--- src/hw/efi_pkg.sv ---
// Constants and state types of the event flag and interrupt enable logic
`default_nettype none

package efi_pkg;

  // Register offsets
  localparam logic [7:0] EFI_MAIN_EN_OFS   = 8'h04;
  localparam logic [7:0] EFI_SEC_EN_OFS    = 8'h05;
  localparam logic [7:0] EFI_MAIN_FLAG_OFS = 8'h06;
  localparam logic [7:0] EFI_CHK_FLAG_OFS  = 8'h07;

  // Reset values
  localparam logic [7:0] EFI_MAIN_EN_RST   = 8'h00;
  localparam logic [7:0] EFI_SEC_EN_RST    = 8'h00;
  localparam logic [7:0] EFI_FLAG_RST      = 8'h00;

  // Implemented bits of each register
  localparam logic [7:0] EFI_MAIN_MASK     = 8'hF3;
  localparam logic [7:0] EFI_CHK_MASK      = 8'h1C;

  // Main flag and main enable bit positions
  localparam int EFI_LOCK_LOST_BIT  = 7;
  localparam int EFI_LOCKED_BIT     = 6;
  localparam int EFI_SYNC_LOST_BIT  = 5;
  localparam int EFI_SYNC_LOCK_BIT  = 4;
  localparam int EFI_WARN1_BIT      = 1;
  localparam int EFI_WARN2_BIT      = 0;

  // Pattern check flag and secondary enable bit positions
  localparam int EFI_AVG_PASS_BIT   = 4;
  localparam int EFI_AVG_FAIL_BIT   = 3;
  localparam int EFI_SMP_FAIL_BIT   = 2;

  // Pointer distances that raise the buffer warnings
  localparam int EFI_WARN1_DIST     = 1;
  localparam int EFI_WARN2_DIST     = 2;

  // Counts
  localparam int EFI_SYNC_PERIODS   = 4;
  localparam int EFI_GOOD_PAIRS     = 8;

  typedef struct packed {
    logic [7:0] main_en;
    logic [7:0] sec_en;
    logic [7:0] main_flags;
    logic [7:0] chk_flags;
    logic       pll_seen;
    logic       sync_seen;
    logic [7:0] rdata;
    logic       irq;
  } efi_state_t;

endpackage

`default_nettype wire

--- src/hw/efi_run_counter.sv ---
// Counter of consecutive qualifying events with a break input
`default_nettype none

module efi_run_counter
  import efi_pkg::*;
#(
  parameter int RUN_LEN = EFI_GOOD_PAIRS
)
(
  // Clock and reset
  input  wire logic clk_sys_i,
  input  wire logic nrst_i,
  // Events
  input  wire logic tick_i,
  input  wire logic break_i,
  // Results
  output logic      done_o,
  output logic      hit_o
);

  localparam int CW = $clog2(RUN_LEN + 1);
  localparam logic [CW-1:0] LAST = CW'(RUN_LEN);

  typedef struct packed {
    logic [CW-1:0] cnt;
    logic          done;
    logic          hit;
  } efi_run_state_t;

  efi_run_state_t st_q;
  efi_run_state_t st_d;

  always_comb
  begin
    st_d     = st_q;
    st_d.hit = 1'b0;
    // Break wins over a tick in the same cycle
    if (break_i)
    begin
      st_d.cnt = '0;
    end
    else if (tick_i && (st_q.cnt != LAST))
    begin
      st_d.cnt = st_q.cnt + CW'(1);
      st_d.hit = (st_q.cnt + CW'(1)) == LAST;
    end
    st_d.done = st_d.cnt == LAST;
  end

  always_ff @(posedge clk_sys_i)
  begin
    if (!nrst_i)
    begin
      st_q <= '0;
    end
    else
    begin
      st_q <= st_d;
    end
  end

  assign done_o = st_q.done;
  assign hit_o  = st_q.hit;

endmodule

`default_nettype wire

--- src/hw/efi_event_flags.sv ---
// Event flags, interrupt enables and interrupt request of the converter
// Notes on behaviour
// - Secondary enable bit 4 lets the averaged check pass raise the interrupt.
// - Secondary enable bit 3 lets the averaged check fail raise the interrupt.
// - Secondary enable bit 2 lets the sample check fail raise the interrupt.
// - Main flag bit 7 latches when a locked clock multiplier loses lock.
// - Main flag bit 6 latches while the clock multiplier is locked.
// - Main flag bit 5 latches when aligned sync logic loses alignment.
// - Main flag bit 4 latches on alignment after consecutive periods without phase change.
// - Main flag bit 1 sets when buffer pointer distance is one.
// - Main flag bit 0 sets when buffer pointer distance is two.
// - A flag other than pattern flag bit 3 clears only when its bit is written with one.
// - Pattern flag bit 4 latches when averaged data matches expected values.
// - Pattern flag bit 3 latches on mismatch, clears after eight good pairs.
// - Main enable bits 7,6,5,4,1,0 enable the matching main flags.
// - Pattern flag bit 2 latches when sample check finds differing data.
`default_nettype none

module efi_event_flags
  import efi_pkg::*;
#(
  parameter int PTR_W        = 3,
  parameter int SYNC_PERIODS = EFI_SYNC_PERIODS,
  parameter int GOOD_PAIRS   = EFI_GOOD_PAIRS
)
(
  // Clock and reset
  input  wire logic             clk_sys_i,
  input  wire logic             nrst_i,
  // Register port
  input  wire logic             reg_wr_i,
  input  wire logic             reg_rd_i,
  input  wire logic [7:0]       reg_addr_i,
  input  wire logic [7:0]       reg_wdata_i,
  output logic      [7:0]       reg_rdata_o,
  // Clock multiplier
  input  wire logic             pll_locked_i,
  // Synchronisation logic
  input  wire logic             sync_period_done_i,
  input  wire logic             sync_phase_req_i,
  // Input buffer pointers
  input  wire logic [PTR_W-1:0] fifo_rd_ptr_i,
  input  wire logic [PTR_W-1:0] fifo_wr_ptr_i,
  // Pattern checkers
  input  wire logic             sample_mismatch_i,
  input  wire logic             avg_match_i,
  input  wire logic             avg_mismatch_i,
  input  wire logic             iq_pair_valid_i,
  // Interrupt request
  output logic                  irq_o
);

  function automatic logic sel(input logic [7:0] addr, input logic [7:0] ofs);
    sel = addr == ofs;
  endfunction

  efi_state_t       st_q;
  efi_state_t       st_d;
  logic             sync_aligned;
  logic             good_run_hit;
  logic [PTR_W-1:0] ptr_dist;
  logic [7:0]       main_set;
  logic [7:0]       chk_set;
  logic [7:0]       main_clr;
  logic [7:0]       chk_clr;

  // Alignment after consecutive quiet averaging periods
  efi_run_counter #(
    .RUN_LEN (SYNC_PERIODS)
  ) u_sync_run (
    .clk_sys_i (clk_sys_i),
    .nrst_i    (nrst_i),
    .tick_i    (sync_period_done_i),
    .break_i   (sync_phase_req_i),
    .done_o    (sync_aligned),
    .hit_o     ()
  );

  // Good data pairs following an averaged mismatch
  efi_run_counter #(
    .RUN_LEN (GOOD_PAIRS)
  ) u_pair_run (
    .clk_sys_i (clk_sys_i),
    .nrst_i    (nrst_i),
    .tick_i    (iq_pair_valid_i),
    .break_i   (avg_mismatch_i),
    .done_o    (),
    .hit_o     (good_run_hit)
  );

  assign ptr_dist = fifo_wr_ptr_i - fifo_rd_ptr_i;

  always_comb
  begin
    main_set = 8'h00;
    chk_set  = 8'h00;
    main_clr = 8'h00;
    chk_clr  = 8'h00;
    st_d     = st_q;

    main_set[EFI_LOCK_LOST_BIT] = st_q.pll_seen && !pll_locked_i;
    main_set[EFI_LOCKED_BIT]    = pll_locked_i;
    main_set[EFI_SYNC_LOST_BIT] = st_q.sync_seen && !sync_aligned;
    main_set[EFI_SYNC_LOCK_BIT] = sync_aligned;
    main_set[EFI_WARN1_BIT]     = ptr_dist == PTR_W'(EFI_WARN1_DIST);
    main_set[EFI_WARN2_BIT]     = ptr_dist == PTR_W'(EFI_WARN2_DIST);
    chk_set[EFI_AVG_PASS_BIT]   = avg_match_i;
    chk_set[EFI_AVG_FAIL_BIT]   = avg_mismatch_i;
    chk_set[EFI_SMP_FAIL_BIT]   = sample_mismatch_i;

    // Lock history for the loss events
    if (pll_locked_i)
    begin
      st_d.pll_seen = 1'b1;
    end
    else
    begin
      st_d.pll_seen = 1'b0;
    end
    st_d.sync_seen = sync_aligned;

    // Register writes; only implemented bits are stored
    if (reg_wr_i)
    begin
      if (sel(reg_addr_i, EFI_MAIN_EN_OFS))
      begin
        st_d.main_en = reg_wdata_i & EFI_MAIN_MASK;
      end
      else if (sel(reg_addr_i, EFI_SEC_EN_OFS))
      begin
        st_d.sec_en = reg_wdata_i & EFI_CHK_MASK;
      end
      else if (sel(reg_addr_i, EFI_MAIN_FLAG_OFS))
      begin
        main_clr = reg_wdata_i & EFI_MAIN_MASK;
      end
      else if (sel(reg_addr_i, EFI_CHK_FLAG_OFS))
      begin
        chk_clr = reg_wdata_i & EFI_CHK_MASK;
      end
    end

    // Automatic clear after a run of good pairs
    if (good_run_hit)
    begin
      chk_clr[EFI_AVG_FAIL_BIT] = 1'b1;
    end

    // A new event wins over a clear in the same cycle
    st_d.main_flags = (st_q.main_flags & ~main_clr) | main_set;
    st_d.chk_flags  = (st_q.chk_flags & ~chk_clr) | chk_set;

    // Read data
    if (reg_rd_i)
    begin
      if (sel(reg_addr_i, EFI_MAIN_EN_OFS))
      begin
        st_d.rdata = st_q.main_en;
      end
      else if (sel(reg_addr_i, EFI_SEC_EN_OFS))
      begin
        st_d.rdata = st_q.sec_en;
      end
      else if (sel(reg_addr_i, EFI_MAIN_FLAG_OFS))
      begin
        st_d.rdata = st_q.main_flags;
      end
      else if (sel(reg_addr_i, EFI_CHK_FLAG_OFS))
      begin
        st_d.rdata = st_q.chk_flags;
      end
      else
      begin
        st_d.rdata = 8'h00;
      end
    end

    // Request follows the flag and enable pairs of the next state
    st_d.irq = |((st_d.main_flags & st_d.main_en) | (st_d.chk_flags & st_d.sec_en));
  end

  always_ff @(posedge clk_sys_i)
  begin
    if (!nrst_i)
    begin
      st_q.main_en    <= EFI_MAIN_EN_RST;
      st_q.sec_en     <= EFI_SEC_EN_RST;
      st_q.main_flags <= EFI_FLAG_RST;
      st_q.chk_flags  <= EFI_FLAG_RST;
      st_q.pll_seen   <= 1'b0;
      st_q.sync_seen  <= 1'b0;
      st_q.rdata      <= 8'h00;
      st_q.irq        <= 1'b0;
    end
    else
    begin
      st_q <= st_d;
    end
  end

  assign reg_rdata_o = st_q.rdata;
  assign irq_o       = st_q.irq;

  // Each implemented main flag reaches the request through its own enable
  for (genvar gi = 0; gi < 8; gi++)
  begin : g_main_gate
    if (EFI_MAIN_MASK[gi])
    begin : g_bit

    end
  end
endmodule

`default_nettype wire

--- config.mk ---
export PLATFORM = sky130hd
export DESIGN_NAME = efi_event_flags
export DESIGN_NICKNAME = d
export VERILOG_FILES = /design/src/hw/efi_pkg.sv /design/src/hw/efi_run_counter.sv /design/src/hw/efi_event_flags.sv
export SDC_FILE = /design/constraint.sdc
export NUM_CORES = 1
export LEC_CHECK = 0
export BUFFER_PORTS_ARGS = -buffer_cell sky130_fd_sc_hd__buf_2
export CORE_MARGIN = 2
export CORE_UTILIZATION = 48
export CTS_CLUSTER_SIZE = 28
export DETAILED_ROUTE_END_ITERATION = 10
export PLACE_DENSITY = 0.72
export SLEW_MARGIN = 10
export SYNTH_ARGS = -nofsm -noshare
export SYNTH_HDL_FRONTEND = slang
export SYNTH_SLANG_ARGS = --single-unit
--- constraint.sdc ---
create_clock -name clk_sys_i -period 2.2 [get_ports clk_sys_i]
set_input_delay 0.44 -clock clk_sys_i [delete_from_list [all_inputs] [get_ports clk_sys_i]]
set_output_delay 0.44 -clock clk_sys_i [all_outputs]
set_load 0.01 [all_outputs]
=== Word-level counts from Yosys, hierarchy flattened ===
Index checks and enable logic that the tools add are counted.

* Register bits after elaboration: 52
* Input port bits: 33
* Output and inout port bits: 9
* Logic and storage cells: 66

* Add/subtract/negate cells: 3
* Equal/unequal tests: 10
* Muxes and demuxes: 21
* Bitwise gates (word level): 11
* Reduce and logical (&&, ||, !) cells: 9

{| class="wikitable"
|+ Operators by type and width
! kind !! number
|-
| $mux W8 || 12
|-
| $and A8 B8 Y8 || 4
|-
| $eq A8 B3 Y1 const B || 4
|-
| $mux W5 || 4
|-
| $mux W16 || 1
|-
| $not A8 Y8 || 2
|-
| $or A8 B8 Y8 || 2
|-
| $or A8 B5 Y8 || 1
|-
| $reduce_or A8 Y1 || 1
|-
| $mux W3 || 2
|-
| $add A4 B1 Y4 const B || 1
|-
| $eq A4 B4 Y1 const B || 1
|-
| $logic_and A1 B1 Y1 || 4
|-
| $ne A4 B4 Y1 const B || 1
|-
| $add A3 B1 Y3 const B || 1
|-
| $eq A3 B1 Y1 const B || 1
|-
| $eq A3 B2 Y1 const B || 1
|-
| $eq A3 B3 Y1 const B || 1
|-
| $ne A3 B3 Y1 const B || 1
|-
| $reduce_or A3 Y1 || 1
|-
| $sub A3 B3 Y3 || 1
|-
| $logic_not A1 Y1 || 2
|-
| $mux W1 || 2
|-
| $not A1 Y1 || 2
|-
| $reduce_or A2 Y1 || 1
|}

=== Logic depth before layout (Yosys ltp) ===
* Word-level depth: 13
* Depth in mapped cells: 8

=== Modules after synthesis ===
From an unflattened synthesis, not the netlist that was laid out.

* Cell total of the unflattened synthesis: 240
* Area total of the unflattened synthesis: 2,207.1 µm²

{| class="wikitable"
|+ By module, submodules not included
! module !! times used !! cells each !! area an instance (µm²) !! sequential area each (µm²)
|-
| efi_event_flags || 1 || 180 || 1,599.0 || 580.6
|-
| efi_run_counter (u_pair_run) || 1 || 36 || 346.6 || 120.1
|-
| efi_run_counter (u_sync_run) || 1 || 24 || 261.5 || 100.1
|}

=== Least setup slack after synthesis ===
Ideal clock, no wire load.

* Kind: input port to flip-flop
* Start point: in reg_addr_i[7]
* End point: reg st_q (netlist bit irq_o)
* Arrival time: 1.975 ns
* Slack: 0.084 ns
* Stages on the path: 5
* Path buffers: 0
* Path through: or4_4 -> nor4b_4 -> mux2_2 -> a22oi_1 -> a41oi_1

* Cells in the longest elaborated chain, start to end: 13

{| class="wikitable"
|+ RTL lines
! item !! RTL line !! source
|-
| from (decl) || efi_event_flags.sv:33 || <nowiki>input wire logic [7:0] reg_addr_i,</nowiki>
|-
| $eq A8 B3 Y1 || efi_event_flags.sv:54 || <nowiki>sel = addr == ofs;</nowiki>
|-
| $mux W5 || efi_event_flags.sv:137 || <nowiki>else if (sel(reg_addr_i, EFI_CHK_FLAG_OFS))</nowiki>
|-
| $mux W5 || efi_event_flags.sv:133 || <nowiki>else if (sel(reg_addr_i, EFI_MAIN_FLAG_OFS))</nowiki>
|-
| $mux W5 || efi_event_flags.sv:129 || <nowiki>else if (sel(reg_addr_i, EFI_SEC_EN_OFS))</nowiki>
|-
| $mux W5 || efi_event_flags.sv:125 || <nowiki>if (sel(reg_addr_i, EFI_MAIN_EN_OFS))</nowiki>
|-
| $mux W8 || efi_event_flags.sv:123 || <nowiki>if (reg_wr_i)</nowiki>
|-
| $mux W1 || efi_event_flags.sv:144 || <nowiki>if (good_run_hit)</nowiki>
|-
| $not A8 Y8 || efi_event_flags.sv:151 || <nowiki>st_d.chk_flags = (st_q.chk_flags & ~chk_clr) | chk_set;</nowiki>
|-
| $and A8 B8 Y8 || efi_event_flags.sv:151 ||
|-
| $or A8 B5 Y8 || efi_event_flags.sv:151 ||
|-
| $and A8 B8 Y8 || efi_event_flags.sv:179 || <nowiki>st_d.irq = |((st_d.main_flags & st_d.main_en) | (st_d.chk_flags & st_d.sec_en));</nowiki>
|-
| $or A8 B8 Y8 * || efi_event_flags.sv:179 ||
|-
| $reduce_or A8 Y1 * || efi_event_flags.sv:179 ||
|-
| to (signal assigned) || efi_event_flags.sv:197 || <nowiki>st_q <= st_d;</nowiki>
|-
| to (decl) || efi_event_flags.sv:57 || <nowiki>efi_state_t st_q;</nowiki>
|}

Every way passes the cells marked *; elsewhere a longest branch is shown, timed or not.
A chain may end at the register's enable or synchronous reset.

=== Worst setup path in the final report ===
Same ends and word-level chain as after synthesis.

==> flow_metrics.py <==
metrics = {
    "timing": {
        "worstMarginPinSlew_ps": 468,
        "fin_ws_ps": 263,
        "hold_violations": 0,
        "final_max_slew_viol_count": 0,
        "min_period_over_period_pct": 88.0,
        "fmax_ghz": 0.516,
        "setup_violations": 0,
        "clock_skew_ps": 9.25,
        "hold_slack_ps": 315,
        "period_needed_ps": 1940,
        "setup-tns-final_ps": 0,
        "slew_headroom_pct": 68.8,
        "grt_setup_unrepaired": "no",
    },
    "setup_path": {
        "start_kind": "input pin",
        "crit_type": "in2reg",
        "arrival_ps": 2090,
        "critical_path.max_fanout": 2,
        "cp.required_ps": 2360,
        "endpoint_kind": "flop",
    },
    "global_routing": {
        "grt-busiest-layer": "met2",
        "antenna_found_initial": 0,
        "grt_max_degree": 20,
        "grt_usage_pct": 18.7,
        "use_met1_pct": 22.7,
        "grt_use_met3_pct": 5.50,
        "grt_first_pass_wirelength_um": 6270,
        "overflow": 0,
        "grt_util_met2_pct": 31.6,
        "grt_pass1_vias": 1417,
    },
    "routing": {
        "drt-total-wl_um": 3960,
        "first_pass_iters": 4,
        "post_drt_wl_per_cell_um": 13.2,
        "vias_per_cell": 5.13,
        "num_vias": 1543,
        "ant_nets": 0,
        "drt_iter0_drc": 47,
        "drc": 0,
    },
    "synthesis": {
        "synth_edf_count": 0,
        "synth_top_area_cell": "dfxtp_1",
        "synth_top_area_share_pct": 39.4,
        "synthTopCellsByArea": "dfxtp_1 (39%), and2_1 (5.5%), mux2_2 (4.7%), mux2i_1 (4.1%), nand4_1 (3.9%)",
        "yosys_most_used_dff": "dfxtp_1",
        "synth-async-reset-ratio_pct": 0,
        "synth_warnings": 0,
        "syn_inst": 208,
        "synth_area_um2": 1930,
        "synth_most_common_cell": "dfxtp_1",
        "synthTopCellsByCount": "dfxtp_1 (38), nor2_1 (19), inv_1 (18), and2_1 (17), nand4_1 (12)",
        "ys_seq_elements": 38,
        "yosysUniqueCellTypes": 46,
        "synth_fp_nets": 247,
        "syn_area_per_cell_um2": 9.29,
        "ys_seq_area_share_pct": 39.4,
    },
    "outcome": {
        "status": "finished clean",
    },
    "die": {
        "die_x_um": 67.4,
        "die_y_um": 67.4,
        "boundaryPins": 42,
        "core_area_um2": 3940,
        "dieArea_um2": 4550,
        "start_util_pct": 49.0,
        "core.rowCount": 23,
    },
    "power_and_ir_drop": {
        "ir_drop_mv": 0.344,
        "p_sw_share_pct": 20.7,
        "p_leak_nw": 1.00,
        "seq_power_share_pct": 44.9,
        "power_density_nw_per_um2": 681,
        "p_sw_mw": 0.328,
        "clockPowerShare_pct": 45.8,
        "finalPower_mw": 1.58,
        "p_int_mw": 1.25,
        "power_frac_comb_pct": 9.2,
    },
    "placed_design": {
        "port_buffers": 41,
        "dp_hpwl_um": 3030,
        "routabilityCongestion": 0.845,
        "place_area_um2": 2180,
        "place_ws_ps": -33.8,
    },
    "clocking": {
        "ctsResizeCount": 0,
        "htree_num_levels": 2,
        "cts_tree": "done",
        "cts_root_buffer": "clkbuf_8",
        "cts.path.max_buffers": 2,
        "clk_pin_slew_ps": 80,
        "clock_latency_ps": 290,
        "cts_buffers": 5,
        "cts_hold_buf": 0,
        "cts.sinks": 38,
        "post_cts_buffers": 0,
    },
    "layout": {
        "drive_gt1_share_pct": 28.3,
        "final_nets": 289,
        "antenna-diode-count": 0,
        "final_area_um2": 2320,
        "syn_to_final_growth_pct": 20.2,
        "n_fill_cell": 357,
    },
    "flow_run": {
        "max-cap-violations": 0,
    },
    "min_path": {
        "hp-class": "in2reg",
    },
}
registers in the layout (all words and copies together) (netlist names):
register / flops
u_sync_run.st_q: 3
irq_o: 1
u_pair_run.hit_o: 1
st_q: 20
u_pair_run.st_q: 4
u_sync_run.done_o: 1
reg_rdata_o: 8
placed cells by master, fill, tap and decap left out, drive strengths merged, types with 2 or more instances in the layout:
cell type  count
nor3b          2
a31oi          3
nor4b          2
ha             5
nor2          19
buf           50
mux2i          8
o31ai          2
bufinv         2
nor2b          3
a21oi          8
dfxtp         38
a22o           3
mux2           8
nand3b         2
clkbuf         6
o22ai          5
a41oi          3
xnor2          4
nor4           2
and2          18
nand2          4
xor2           3
nand2b         4
nand4         12
inv           18
a21o           2
per-stage QoR:
stage	utilization, %	std cells
global route	58.9	301
floorplan	-	208
finish	58.9	301
detailed placement	55.3	293
CTS	58.9	301
global placement	55.3	293
critical path, cell delays in order:
cell and delay (ps):
buf_2 100, or4_4 550, nor4b_4 300, buf_4 170
mux2i_1 240, o22a_1 200, a41oi_1 90
cell families (layout without fill, tap and decap cells):
| group | Yosys count | in the layout | share of synthesized area [%] |
|---|---|---|---|
| flops | 38 | 38 | 39.4 |
| buf+inv | 33 | 76 | 8.03 |
| compound gates | 34 | 34 | 12.4 |
| mux | 16 | 16 | 8.81 |
| xor+xnor | 7 | 7 | 3.17 |
| fa+ha+maj | 6 | 6 | 4.27 |
| simple gates | 74 | 74 | 23.9 |
final cells by class:
class                           count  area, um^2  area share (%)
Timing Repair Buffer               50         273            11.7
Clock buffer                        6        82.6            3.56
Multi-Input combinational cell    137        1020            43.7
Inverter                           18        67.6            2.91
Clock inverter                      2        60.1            2.59
Tap cell                           50        62.6            2.69
Sequential cell                    38         761            32.8
layer usage:
layer	part of all wire (%)	vias to the layer above
li1	-	806
met1	47	702
met2	48	31
met3	3.7	4
met4	1.0	0
met5	0	-
power by group through the flow:
stage,Clock [mW],Combinational [mW],Sequential [mW]
final,0.725,0.146,0.711
after global placement,0,0.145,0.727
after CTS,0.741,0.148,0.711
after global routing,0.774,0.162,0.712
after floorplan,0,0.0849,0.724
after detailed placement,0,0.147,0.727
path summary, 6_finish.rpt:
| kind | slack, ps | cells past startpoint | startpoint | end |
|---|---|---|---|---|
| hold / removal | 320 | 2 | sync_phase_req_i | u_sync_run.done_o |
| setup reg to reg | 550 | 6 | u_sync_run.st_q[2] | u_sync_run.done_o |
| hold reg to reg | 480 | 2 | reg_rdata_o[2] | reg_rdata_o[2] |
| setup / recovery | 260 | 7 | reg_addr_i[7] | irq_o |
(Power assumes the default switching activity.)
